## src/rtl/adcdo_defines.svh

```systemverilog
`ifndef ADCDO_DEFINES_SVH
`define ADCDO_DEFINES_SVH
// ----------------------------------------
// register offsets
// ----------------------------------------
`define ADCDO_A_PWR   8'h08
`define ADCDO_A_OFMT  8'h14
`define ADCDO_A_USR0  8'h19
`define ADCDO_A_USR3  8'h1C
`define ADCDO_A_SYNC  8'h3A
`define ADCDO_A_DCC   8'h40
`define ADCDO_A_DCLO  8'h41
`define ADCDO_A_DCHI  8'h42
`define ADCDO_A_FDC   8'h45
`define ADCDO_A_UTL   8'h47
`define ADCDO_A_UTH   8'h48
`define ADCDO_A_LTL   8'h49
`define ADCDO_A_LTH   8'h4A
`define ADCDO_A_DWL   8'h4B
`define ADCDO_A_DWH   8'h4C
`define ADCDO_A_QCFG  8'h5E
`define ADCDO_A_LC1   8'h5F
`define ADCDO_A_LC2   8'h60
`define ADCDO_A_LC3   8'h61
`define ADCDO_A_DID   8'h64
`define ADCDO_A_BID   8'h65
`define ADCDO_A_LID   8'h67
// ----------------------------------------
// reset values and codes
// ----------------------------------------
`define ADCDO_LC1_RST 8'h16
`define ADCDO_PM_DOWN 2'h1
`define ADCDO_PM_STBY 2'h2
`define ADCDO_FMT_OB  2'h0
`define ADCDO_ILAS_ON 2'h1
`define ADCDO_ILAS_RP 2'h3
`define ADCDO_INJ_10B 2'h1
`define ADCDO_TP_CHK  4'h1
`define ADCDO_TP_TOG  4'h2
`define ADCDO_TP_PN23 4'h3
`define ADCDO_TP_PN9  4'h4
`define ADCDO_TP_UREP 4'h5
`define ADCDO_TP_UONE 4'h6
`define ADCDO_TP_PN7  4'hC
`define ADCDO_TP_PN15 4'hD
`define ADCDO_DC_KMAX 4'hD
`define ADCDO_DC_BASE 6'h0E
`define ADCDO_DC_FRAC 24
`define ADCDO_K_IDLE  16'hBCBC
`define ADCDO_K_ILSA  16'h1C1C
`define ADCDO_K_ILSE  16'h7C7C
`define ADCDO_CHK_A   16'hAAAA
`define ADCDO_SPI_HDR 5'h0F
`define ADCDO_SPI_END 5'h17
`define ADCDO_SPI_DAT 5'h10
`endif

```

## src/rtl/adcdo_pkg.sv

```systemverilog
package adcdo_pkg;
  // one word toward the serializer
  typedef struct packed {
    logic        ctrl;
    logic        raw10;
    logic [15:0] data;
  } adcdo_lane_s;

  typedef enum logic [1:0] {
    LNK_OFF,
    LNK_SYNC,
    LNK_ILAS,
    LNK_DATA
  } adcdo_link_e;
endpackage

```

## src/rtl/adcdo_top.sv

```systemverilog
`timescale 1ns/1ps
`include "adcdo_defines.svh"

// ----------------------------------------
// lane word fifo
// ----------------------------------------
module adcdo_fifo #(
  parameter int WIDTH = 18,
  parameter int DEPTH = 8
) (
  input  wire logic             sys_clk,
  input  wire logic             rst_b,
  input  wire logic             in_valid,
  output logic                  in_ready,
  input  wire logic [WIDTH-1:0] in_data,
  output logic                  out_valid,
  input  wire logic             out_ready,
  output logic      [WIDTH-1:0] out_data
);
  localparam int AW = $clog2(DEPTH);
  initial begin
    if (DEPTH < 2 || (DEPTH & (DEPTH - 1)) != 0) $error("depth");
  end
  logic [WIDTH-1:0] mem_ff [DEPTH];
  logic [AW:0]      wp_ff;
  logic [AW:0]      rp_ff;
  logic             push;
  logic             pop;

  // full when pointers differ only in wrap bit
  assign in_ready  = (wp_ff ^ rp_ff) != {1'b1, {AW{1'b0}}};
  assign out_valid = wp_ff != rp_ff;
  assign push      = in_valid & in_ready;
  assign pop       = out_valid & out_ready;
  assign out_data  = mem_ff[rp_ff[AW-1:0]];

  // storage has no reset, pointers guard it
  always_ff @(posedge sys_clk) begin
    if (push) mem_ff[wp_ff[AW-1:0]] <= in_data;
  end

  always_ff @(posedge sys_clk or negedge rst_b) begin
    if (!rst_b) begin
      wp_ff <= '0;
      rp_ff <= '0;
    end else begin
      if (push) wp_ff <= wp_ff + 1'b1;
      if (pop)  rp_ff <= rp_ff + 1'b1;
    end
  end
endmodule // adcdo_fifo

// ----------------------------------------
// converter back end and link control
// ----------------------------------------
module adcdo_top #(
  parameter int SMP_W   = 14,
  parameter int FIFO_D  = 8,
  parameter int MF_LEN  = 32,
  parameter int ILAS_MF = 4
) (
  input  wire logic                 sys_clk,
  input  wire logic                 rst_b,
  input  wire logic                 spi_sclk,
  input  wire logic                 spi_csb_b,
  input  wire logic                 spi_sdio_in,
  output logic                      spi_sdio_out,
  output logic                      spi_sdio_oe,
  input  wire logic                 power_down_pin,
  input  wire logic                 adc_valid,
  input  wire logic [SMP_W-1:0]     adc_data,
  input  wire logic                 adc_ovr,
  input  wire logic                 sysref_in,
  input  wire logic                 sync_request_input_b,
  output logic                      level_alarm_pin,
  output logic                      adc_power_down,
  output logic                      adc_standby,
  output logic                      link_pll_on,
  output logic                      link_ser_on,
  output logic                      lane_valid,
  input  wire logic                 lane_ready,
  output adcdo_pkg::adcdo_lane_s    lane_word
);
  initial begin
    if (SMP_W != 14) $error("sample width");
    if (MF_LEN < 4 || MF_LEN > 256) $error("multiframe");
    if (ILAS_MF < 1 || ILAS_MF > 15) $error("ilas");
  end

  // ----------------------------------------
  // serial control port and register file
  // ----------------------------------------
  logic [7:0]  regs_ff [256];
  logic        sclk_d_ff;
  logic [4:0]  bit_ff;
  logic [15:0] shin_ff;
  logic [7:0]  shout_ff;
  logic [7:0]  addr_ff;
  logic        rd_ff;
  logic        oe_ff;
  logic        sck_rise;
  logic        sck_fall;
  logic        wr_en;
  logic [7:0]  wr_data;
  logic [15:0] dc_val_ff;
  logic        arm_ff;

  assign sck_rise = spi_sclk & ~sclk_d_ff;
  assign sck_fall = ~spi_sclk & sclk_d_ff;
  assign wr_en    = sck_rise & ~spi_csb_b & ~rd_ff & (bit_ff == `ADCDO_SPI_END);
  assign wr_data  = {shin_ff[6:0], spi_sdio_in};
  assign spi_sdio_out = shout_ff[7];
  assign spi_sdio_oe  = oe_ff;

  // writable locations only, others ignore writes
  function automatic logic is_rw(input logic [7:0] a);
    if (a == `ADCDO_A_DCLO || a == `ADCDO_A_DCHI) return 1'b0;
    else if (a == `ADCDO_A_PWR || a == `ADCDO_A_OFMT) return 1'b1;
    else if (a >= `ADCDO_A_USR0 && a <= `ADCDO_A_USR3) return 1'b1;
    else if (a == `ADCDO_A_SYNC || a == `ADCDO_A_DCC) return 1'b1;
    else if (a >= `ADCDO_A_FDC && a <= `ADCDO_A_DWH) return 1'b1;
    else if (a >= `ADCDO_A_QCFG && a <= `ADCDO_A_LC3) return 1'b1;
    else if (a == `ADCDO_A_DID || a == `ADCDO_A_BID) return 1'b1;
    else if (a == `ADCDO_A_LID) return 1'b1;
    else return 1'b0;
  endfunction

  // read mux, unmapped reads give zero
  function automatic logic [7:0] rd_byte(input logic [7:0] a);
    if (a == `ADCDO_A_DCLO) return dc_val_ff[7:0];
    else if (a == `ADCDO_A_DCHI) return dc_val_ff[15:8];
    else if (is_rw(a)) return regs_ff[a];
    else return 8'h00;
  endfunction

  // sclk is sampled, so it must run well below sys_clk
  always_ff @(posedge sys_clk or negedge rst_b) begin
    if (!rst_b) begin
      sclk_d_ff <= 1'b0;
      bit_ff    <= '0;
      shin_ff   <= '0;
      shout_ff  <= '0;
      addr_ff   <= '0;
      rd_ff     <= 1'b0;
      oe_ff     <= 1'b0;
    end else begin
      sclk_d_ff <= spi_sclk;
      if (spi_csb_b) begin
        bit_ff <= '0;
        rd_ff  <= 1'b0;
        oe_ff  <= 1'b0;
      end else if (sck_rise) begin
        shin_ff <= {shin_ff[14:0], spi_sdio_in};
        if (bit_ff != `ADCDO_SPI_END + 5'h01) bit_ff <= bit_ff + 5'h01;
        if (bit_ff == `ADCDO_SPI_HDR) begin
          rd_ff   <= shin_ff[14];
          addr_ff <= {shin_ff[6:0], spi_sdio_in};
        end
      end else if (sck_fall && rd_ff && bit_ff >= `ADCDO_SPI_DAT) begin
        oe_ff <= bit_ff <= `ADCDO_SPI_END;
        if (bit_ff == `ADCDO_SPI_DAT) shout_ff <= rd_byte(addr_ff);
        else shout_ff <= {shout_ff[6:0], 1'b0};
      end
    end
  end

  // register writes
  always_ff @(posedge sys_clk or negedge rst_b) begin
    if (!rst_b) begin
      for (int i = 0; i < 256; i++) regs_ff[i] <= 8'h00;
      regs_ff[`ADCDO_A_LC1] <= `ADCDO_LC1_RST;
    end else if (wr_en && is_rw(addr_ff)) begin
      regs_ff[addr_ff] <= wr_data;
    end
  end

  // ----------------------------------------
  // field views
  // ----------------------------------------
  logic [7:0]  pwr;
  logic [7:0]  ofmt;
  logic [7:0]  syc;
  logic [7:0]  dcc;
  logic [7:0]  fdc;
  logic [7:0]  lc1;
  logic [7:0]  lc2;
  logic [7:0]  lc3;
  logic [14:0] up_thr;
  logic [14:0] lo_thr;
  logic [15:0] dwell;

  assign pwr    = regs_ff[`ADCDO_A_PWR];
  assign ofmt   = regs_ff[`ADCDO_A_OFMT];
  assign syc    = regs_ff[`ADCDO_A_SYNC];
  assign dcc    = regs_ff[`ADCDO_A_DCC];
  assign fdc    = regs_ff[`ADCDO_A_FDC];
  assign lc1    = regs_ff[`ADCDO_A_LC1];
  assign lc2    = regs_ff[`ADCDO_A_LC2];
  assign lc3    = regs_ff[`ADCDO_A_LC3];
  assign up_thr = {regs_ff[`ADCDO_A_UTH][6:0], regs_ff[`ADCDO_A_UTL]};
  assign lo_thr = {regs_ff[`ADCDO_A_LTH][6:0], regs_ff[`ADCDO_A_LTL]};
  assign dwell  = {regs_ff[`ADCDO_A_DWH], regs_ff[`ADCDO_A_DWL]};

  // ----------------------------------------
  // power control
  // ----------------------------------------
  logic link_hold;

  // pin forces full power-down or standby, pwr[5] selects which
  assign adc_power_down = pwr[1:0] == `ADCDO_PM_DOWN
                        | (power_down_pin & ~pwr[5]);
  assign adc_standby    = pwr[1:0] == `ADCDO_PM_STBY
                        | (power_down_pin & pwr[5]);
  assign link_hold = lc1[0]
                   | pwr[3:2] == `ADCDO_PM_DOWN | pwr[3:2] == `ADCDO_PM_STBY
                   | (pwr[4] & pwr[5] & power_down_pin);
  assign link_pll_on = pwr[3:2] != `ADCDO_PM_DOWN;

  // ----------------------------------------
  // offset correction
  // ----------------------------------------
  logic               smp_tick;
  logic signed [47:0] acc_ff;
  logic signed [47:0] x_fix;
  logic [3:0]         k_eff;
  logic [5:0]         shamt;
  logic signed [15:0] corr;
  logic signed [16:0] sum;
  logic [13:0]        smp_c;

  assign smp_tick = adc_valid & ~adc_power_down & ~adc_standby;
  assign k_eff = dcc[5:2] > `ADCDO_DC_KMAX ? `ADCDO_DC_KMAX : dcc[5:2];
  assign shamt = `ADCDO_DC_BASE + {2'b00, k_eff};
  assign x_fix = 48'(signed'(adc_data)) <<< `ADCDO_DC_FRAC;
  assign corr  = -16'(acc_ff >>> `ADCDO_DC_FRAC);
  assign sum   = 17'(signed'(adc_data)) + (dcc[1] ? 17'(signed'(dc_val_ff)) : 17'sh0);

  // clip to the sample range after summing
  always_comb begin
    if (sum > 17'sh1FFF) smp_c = 14'h1FFF;
    else if (sum < -17'sh2000) smp_c = 14'h2000;
    else smp_c = sum[13:0];
  end

  // first-order average, one step per sample
  always_ff @(posedge sys_clk or negedge rst_b) begin
    if (!rst_b) begin
      acc_ff    <= '0;
      dc_val_ff <= '0;
    end else if (smp_tick && !dcc[6]) begin
      acc_ff    <= acc_ff + ((x_fix - acc_ff) >>> shamt);
      dc_val_ff <= corr;
    end
  end

  // ----------------------------------------
  // level alarm
  // ----------------------------------------
  logic [14:0] mag;
  logic [15:0] dw_cnt_ff;
  logic        fd_ff;
  logic        ovr_ff;
  logic        below;

  assign mag   = smp_c[13] ? 15'(-signed'(smp_c)) : {1'b0, smp_c};
  assign below = mag < lo_thr;

  always_ff @(posedge sys_clk or negedge rst_b) begin
    if (!rst_b) begin
      fd_ff     <= 1'b0;
      dw_cnt_ff <= '0;
      ovr_ff    <= 1'b0;
    end else if (smp_tick) begin
      ovr_ff <= adc_ovr;
      if (!below) dw_cnt_ff <= '0;
      else if (dw_cnt_ff != 16'hFFFF) dw_cnt_ff <= dw_cnt_ff + 16'h0001;
      if (fdc[0] && mag > up_thr) fd_ff <= 1'b1;
      else if (below && dw_cnt_ff + 17'h00001 >= {1'b0, dwell}) fd_ff <= 1'b0;
    end
  end

  // pin is registered so it never glitches
  always_ff @(posedge sys_clk or negedge rst_b) begin
    if (!rst_b) level_alarm_pin <= 1'b0;
    else if (fdc[3]) level_alarm_pin <= fdc[2];
    else level_alarm_pin <= fdc[4] ? ovr_ff : (fd_ff & fdc[0]);
  end

  // ----------------------------------------
  // sysref, sync and frame divider
  // ----------------------------------------
  logic       sysref_d_ff;
  logic       sync_d_ff;
  logic       sref_rise;
  logic       sync_act;
  logic       sync_ass;
  logic       div_rst;
  logic [7:0] mf_cnt_ff;
  logic       mf_end;

  assign sref_rise = syc[1] & sysref_in & ~sysref_d_ff;
  assign sync_act  = syc[0] & ~sync_request_input_b;
  assign sync_ass  = sync_act & ~sync_d_ff;
  assign div_rst   = sref_rise & (~syc[2] | arm_ff);
  assign mf_end    = mf_cnt_ff == 8'(MF_LEN - 1);

  always_ff @(posedge sys_clk or negedge rst_b) begin
    if (!rst_b) begin
      sysref_d_ff <= 1'b0;
      sync_d_ff   <= 1'b0;
      arm_ff      <= 1'b0;
    end else begin
      sysref_d_ff <= sysref_in;
      sync_d_ff   <= sync_act;
      // write arms, next edge consumes; a new write wins
      if (wr_en && addr_ff == `ADCDO_A_SYNC) arm_ff <= wr_data[2];
      else if (div_rst) arm_ff <= 1'b0;
    end
  end

  always_ff @(posedge sys_clk or negedge rst_b) begin
    if (!rst_b) mf_cnt_ff <= '0;
    else if (div_rst) mf_cnt_ff <= '0;
    else if (smp_tick) mf_cnt_ff <= mf_end ? 8'h00 : mf_cnt_ff + 8'h01;
  end

  // ----------------------------------------
  // link state machine and payload
  // ----------------------------------------
  adcdo_pkg::adcdo_link_e st_ff;
  adcdo_pkg::adcdo_lane_s wd;
  logic        f_ready;
  logic        f_push;
  logic        realign;
  logic [3:0]  ilas_ff;
  logic [8:0]  lfsr_ff;
  logic [22:0] pn_ff;
  logic        tog_ff;
  logic [1:0]  uidx_ff;
  logic        udone_ff;
  logic [13:0] smp_o;
  logic [1:0]  tail;
  logic [15:0] pat;
  logic [7:0]  ub;

  assign f_push  = smp_tick & st_ff != adcdo_pkg::LNK_OFF;
  assign realign = (syc[4] & sync_ass) | (syc[3] & sref_rise);
  assign link_ser_on = st_ff != adcdo_pkg::LNK_OFF;

  // one lfsr step, taps by pattern code
  function automatic logic [22:0] pn_next(input logic [22:0] s, input logic [3:0] m);
    logic fb;
    fb = 1'b0;
    case (m)
      `ADCDO_TP_PN7:  fb = s[6] ^ s[5];
      `ADCDO_TP_PN9:  fb = s[8] ^ s[4];
      `ADCDO_TP_PN15: fb = s[14] ^ s[13];
      default:        fb = s[22] ^ s[17];
    endcase
    return {s[21:0], fb};
  endfunction

  // state moves forward from SYNC and ILAS only when the fifo takes a word
  always_ff @(posedge sys_clk or negedge rst_b) begin
    if (!rst_b) begin
      st_ff   <= adcdo_pkg::LNK_OFF;
      ilas_ff <= '0;
    end else if (link_hold) begin
      st_ff <= adcdo_pkg::LNK_OFF;
    end else if (st_ff == adcdo_pkg::LNK_OFF) begin
      st_ff <= adcdo_pkg::LNK_SYNC;
    end else if (realign) begin
      // realign events are single pulses, never wait for a sample
      st_ff <= adcdo_pkg::LNK_SYNC;
    end else if (f_push && f_ready) begin
      case (st_ff)
        adcdo_pkg::LNK_SYNC: begin
          ilas_ff <= '0;
          if (!sync_act && mf_end)
            st_ff <= lc1[3:2] == 2'b00 ? adcdo_pkg::LNK_DATA : adcdo_pkg::LNK_ILAS;
        end
        adcdo_pkg::LNK_ILAS: begin
          if (mf_end) ilas_ff <= ilas_ff + 4'h1;
          // repeat mode never leaves alignment
          if (mf_end && ilas_ff == 4'(ILAS_MF - 1) && lc1[3:2] != `ADCDO_ILAS_RP)
            st_ff <= adcdo_pkg::LNK_DATA;
        end
        default: ;
      endcase
    end
  end

  // pattern generators step once per accepted word
  always_ff @(posedge sys_clk or negedge rst_b) begin
    if (!rst_b) begin
      lfsr_ff  <= 9'h1FF;
      pn_ff    <= '1;
      tog_ff   <= 1'b0;
      uidx_ff  <= '0;
      udone_ff <= 1'b0;
    end else if (lc3[3:0] == 4'h0 || st_ff == adcdo_pkg::LNK_OFF) begin
      pn_ff    <= '1;
      uidx_ff  <= '0;
      udone_ff <= 1'b0;
      if (f_push && f_ready) lfsr_ff <= {lfsr_ff[7:0], lfsr_ff[8] ^ lfsr_ff[4]};
    end else if (f_push && f_ready) begin
      lfsr_ff <= {lfsr_ff[7:0], lfsr_ff[8] ^ lfsr_ff[4]};
      pn_ff   <= pn_next(pn_ff, lc3[3:0]);
      tog_ff  <= ~tog_ff;
      uidx_ff <= uidx_ff + 2'h1;
      if (uidx_ff == 2'h3) udone_ff <= 1'b1;
    end
  end

  assign ub = regs_ff[`ADCDO_A_USR0 + {6'h00, uidx_ff}];

  // test pattern select
  always_comb begin
    case (lc3[3:0])
      `ADCDO_TP_CHK:  pat = tog_ff ? ~`ADCDO_CHK_A : `ADCDO_CHK_A;
      `ADCDO_TP_TOG:  pat = tog_ff ? 16'hFFFF : 16'h0000;
      `ADCDO_TP_PN23,
      `ADCDO_TP_PN9,
      `ADCDO_TP_PN7,
      `ADCDO_TP_PN15: pat = pn_ff[15:0];
      `ADCDO_TP_UREP: pat = {ub, ub};
      `ADCDO_TP_UONE: pat = udone_ff ? 16'h0000 : {ub, ub};
      default:        pat = 16'h0000;
    endcase
  end

  // sample formatting, disable overrides invert
  always_comb begin
    smp_o = ofmt[2] ? ~smp_c : smp_c;
    if (ofmt[1:0] == `ADCDO_FMT_OB) smp_o[13] = ~smp_o[13];
    if (ofmt[4]) smp_o = '0;
    if (ofmt[7:5] != 3'b000) tail = {ovr_ff, 1'b0};
    else if (lc1[6]) tail = lfsr_ff[1:0];
    else tail = 2'b00;
  end

  // word assembly per state
  always_comb begin
    wd.ctrl  = 1'b0;
    wd.raw10 = 1'b0;
    wd.data  = {smp_o, tail};
    case (st_ff)
      adcdo_pkg::LNK_SYNC: begin
        wd.ctrl = 1'b1;
        wd.data = `ADCDO_K_IDLE;
      end
      adcdo_pkg::LNK_ILAS: begin
        wd.ctrl = mf_cnt_ff == 8'h00 || mf_end;
        wd.data = mf_cnt_ff == 8'h00 ? `ADCDO_K_ILSA
                : mf_end ? `ADCDO_K_ILSE
                : {regs_ff[`ADCDO_A_DID], regs_ff[`ADCDO_A_BID][3:0],
                   regs_ff[`ADCDO_A_LID][3:0]};
      end
      adcdo_pkg::LNK_DATA: begin
        if (lc1[5]) wd.data = {8'h00, mf_cnt_ff};
        if (lc3[3:0] != 4'h0) begin
          wd.data  = pat;
          wd.raw10 = lc3[5:4] == `ADCDO_INJ_10B;
        end
      end
      default: ;
    endcase
    if (lc2[1]) wd.data = ~wd.data;
  end

  adcdo_fifo #(
    .WIDTH ($bits(adcdo_pkg::adcdo_lane_s)),
    .DEPTH (FIFO_D)
  ) u_fifo (
    .sys_clk   (sys_clk),
    .rst_b     (rst_b),
    .in_valid  (f_push),
    .in_ready  (f_ready),
    .in_data   (wd),
    .out_valid (lane_valid),
    .out_ready (lane_ready),
    .out_data  (lane_word)
  );
endmodule // adcdo_top
```

## config.mk

```make
export PLATFORM = sky130hd
export DESIGN_NAME = adcdo_top
export DESIGN_NICKNAME = d
export VERILOG_FILES = /design/src/rtl/adcdo_pkg.sv /design/src/rtl/adcdo_top.sv
export VERILOG_INCLUDE_DIRS = /design/src /design/src/rtl
export SDC_FILE = /design/constraint.sdc
export NUM_CORES = 2
export LEC_CHECK = 0
export ABC_AREA = 1
export ABC_CLOCK_PERIOD_IN_PS = 13600
export BUFFER_PORTS_ARGS = -buffer_cell sky130_fd_sc_hd__buf_2
export CAP_MARGIN = 20
export CORE_ASPECT_RATIO = 0.8
export CORE_MARGIN = 2
export CORE_UTILIZATION = 61
export DETAILED_ROUTE_END_ITERATION = 7
export PLACE_DENSITY = 0.77
export SYNTH_ARGS = -nofsm -noshare
export SYNTH_HDL_FRONTEND = slang
export SYNTH_HIERARCHICAL = 1
export SYNTH_SLANG_ARGS = --single-unit
```

## constraint.sdc

```tcl
create_clock -name sys_clk -period 13.6 [get_ports sys_clk]
set_input_delay 0.68 -clock sys_clk [delete_from_list [all_inputs] [get_ports sys_clk]]
set_output_delay 0.68 -clock sys_clk [all_outputs]
set_load 0.01 [all_outputs]
```

==> metrics.md <==
| Metric | Value |
|---|---|
| Crit path launch type | `flip-flop` |
| Number of global-route vias before repair | `46.2k` |
| XOR/XNOR Fraction of Synth Area | `1.27%` |
| Largest net degree at the start of global routing | `193` |
| H-tree Lvls | `4` |
| Syn Inst Count | `7301` |
| Clock power share | `30.0%` |
| Comb pwr share | `32.6%` |
| Post-DP HPWL | `114 mm` |
| Die Area | `109000 sq um` |
| Hold WC Path Type | `input port to flip-flop` |
| Max-Cap Viols | `0` |
| Core ar. | `105000 sq um` |
| Critical Path RT | `14.20 ns` |
| Post_cts resized | `0` |
| WL/cell | `22.2 um` |
| Iteration-0 DRC Markers | `5968` |
| Vias | `47.9k` |
| Internal | `8.03 mW` |
| Initial Util | `61.7%` |
| R2R cell count | `28` |
| Pre-CTS setup slack | `7.53 ns` |
| Ant. Diodes | `0` |
| Critical path startpoint | `dcc[4]` |
| Main combinational cell family by area after synthesis | `compound AO/OA/AOI/OAI gates` |
| Worst Skew | `0.0312 ns` |
| Vias per cell | `6.10` |
| FFs w/ async S/R, synth | `89.8%` |
| Post-Route Utilization | `64.1%` |
| Max-slew violation count | `0` |
| Critical R2R Launch | `dcc[4]` |
| Die height | `295 um` |
| First-pass GRT wire length | `272 mm` |
| Lkg Pwr | `31.9 nW` |
| Post-synthesis mux area share | `0.155%` |
| Worst path slowest cell | `clkinv_1` |
| P per Cell Area | `189 nW/um^2` |
| Yosys reg bits | `1415` |
| Status | `finished clean` |
| Nets@finish | `6518` |
| Clk Latency, worst-skew pair | `0.76 ns` |
| Crit path kind | `flip-flop to flip-flop` |
| Reg clk slew, reported paths | `0.06 ns` |
| Gr ovfl total | `0` |
| RSZ-0062 raised after global routing | `false` |
| Layout area overhead | `3.90%` |
| Post-CTS setup buffer count | `0` |
| Synth Area in Adders | `2.89%` |
| Part of the cycle the worst path needs | `46.2%` |
| EDFF count, synth | `144` |
| Slack of the critical path | `7.31 ns` |
| Top post-synthesis cells by area | `dfrtp_1 (48%), nand2_1 (7.2%), edfxtp_1 (6.7%)` |
| Minimum clock period | `6.29 ns` |
| Worst hold start | `sysref_in` |
| Final WL | `175 mm` |
| Initial antenna violation count | `2` |
| Clock Tree Root | `clkbuf_16` |
| Net switching power | `4.69 mW` |
| Hold path depth | `1` |
| Post-synthesis compound-gate area fraction | `15.1%` |
| F_max | `0.159 GHz` |
| Max Root-Sink Buffers | `3` |
| Worst hold slack | `0.0684 ns` |
| CP max FO | `35` |
| Number of warnings issued by yosys | `6` |
| TNS Setup | `0 ns` |
| Number of remaining DRC errors | `0` |
| Syn_area_per_cell | `8.85 sq um` |
| Die width | `368 um` |
| Final ANT Viol Nets | `0` |
| Synth Cell Area | `64600 sq um` |
| Crit-path most repeated cell | `nand2_1` |
| CTS Buf Count | `135` |
| CP arrival | `6.89 ns` |
| Commonest non-fill, non-tap cell in the layout | `nand2_1` |
| Most frequent cells in the layout | `nand2_1 (1245), dfrtp_1 (1234), o21ai_0 (729)` |
| Initial DRT Pass Iterations | `8` |
| Post-synthesis simple-gate area fraction | `14.5%` |
| Post-synth cell types | `62` |
| Worst slew pin tran | `1.12 ns` |
| Setup crit end kind | `flip-flop` |
| CTS tree | `built` |
| Gr usage total | `32.2%` |
| Placer congestion estimate | `1.00` |
| CTS Sinks | `1415` |
| Rel. slew slack | `24.7%` |
| IO Count | `51` |
| Port Buffers | `50` |
| Register share of total power | `37.4%` |
| Max incr delay on CP | `0.74 ns` |
| Final setup vio count | `0` |
| Final-report hold violation count | `0` |
| Sequential cell area fraction in the yosys report | `56.0%` |
| Post-synth top area cell | `dfrtp_1` |
| Rows | `106` |
| Power, Total | `12.7 mW` |
| Sw Share | `36.9%` |
| IR Drop Worst-Case VDD | `166 uV` |
| Main synth FF type | `dfrtp_1` |
| Fillers | `8296` |
| Share of the synthesized area in the top cell type | `47.9%` |
| Layout cells sized above 1 | `6.87%` |
==> repair_timing <==
item                       in CTS  in global routing
hold endpoints to repair      108                  0
setup endpoints to repair       0                  0
hold buffers                    1                  0
==> critical path: cells and delay by family (launching register included) <==
family                     cells  cell delay, ns
AOI/OAI and AO/OA              5            0.97
adders and majority gates      2            0.75
buffers and inverters          5            1.93
DFF                            1            0.48
and+or+nand+nor               16            1.97
==> layer usage <==
metal	wire length [um]	GRT usage (%)	up-vias
met5	7	0	-
met4	6380	11.9	2
met3	15200	6.41	342
met2	74100	45.7	2222
met1	79000	49.3	23200
li1	-	-	22100
==> synthesized netlist by cell type (all sizes together), types with 3 or more instances <==
master	instances
a211oi	6
a21boi	10
a21o	5
a21oi	172
a221oi	4
a22oi	34
a31oi	30
a41oi	11
and3	6
buf	95
clkbuf	1109
clkinv	13
dfrtp	1236
dfstp	35
edfxtp	144
ha	146
inv	484
mux2i	10
nand2	1269
nand3	286
nand3b	10
nand4	128
nor2	422
nor3	49
nor4	16
o2111ai	3
o211ai	31
o21a	16
o21ai	809
o21bai	10
o221ai	10
o22ai	549
o32ai	7
or2	29
xnor2	23
xor2	71
==> metrics by stage <==
stage / cells / cell area (sq um)
after floorplan: 7302 / 64600
after global routing: 7851 / 67100
after detailed placement: 7609 / 62600
final: 7851 / 67100
after CTS: 7849 / 67100
after global placement: 7608 / 62600
==> final timing paths <==
check                                endpoint  slack [ns]
worst max register to register     acc_ff[32]        7.31
max in group asynchronous       regs_ff[1358]        9.96
worst max-delay path               acc_ff[32]        7.31
worst min register to register  regs_ff[1557]        0.37
min in group asynchronous       regs_ff[1624]        0.51
worst min-delay path              sysref_d_ff        0.07
==> power groups by stage <==
stage	clock, mW	combinational (mW)	sequential, mW
after global placement	0	3.99	4.82
after detailed placement	0	4.02	4.83
final	3.82	4.14	4.76
after global routing	4.05	4.59	4.77
after CTS	3.86	4.05	4.75
after floorplan	0	2.85	4.74
==> registers in the layout (all words and copies together) (netlist names), 5 cells and up <==
register       cells
acc_ff            48
addr_ff            8
bit_ff             5
dc_val_ff         16
dcc                8
dw_cnt_ff         16
dwell             16
fdc                8
lc1                8
lc2                8
lc3                8
lfsr_ff            9
lo_thr            15
mf_cnt_ff          8
ofmt               8
pn_ff             23
pwr                8
regs_ff          993
shin_ff           15
shout_ff           8
syc                8
u_fifo/mem_ff    144
==> logic make-up (layout without fill, tap and decap cells) <==
family,Yosys count,after routing
simple gates,2218,2218
compound gates,1714,1714
buf+inv,1701,846
flops,1415,1415
fa+ha+maj,148,148
xor+xnor,94,94
mux,10,10
other cells,1,2
==> layout make-up <==
type	count	area (sq um)	share of cell area [%]
repair buffers	110	853	1.27
multi-input cells	4186	22000	32.8
clock inverters	53	622	0.926
well taps	1404	1760	2.62
inverters	497	1880	2.79
clock buffers	186	3860	5.74
flip-flops and latches	1415	36200	53.9
Power figures use the tool's default switching activity.
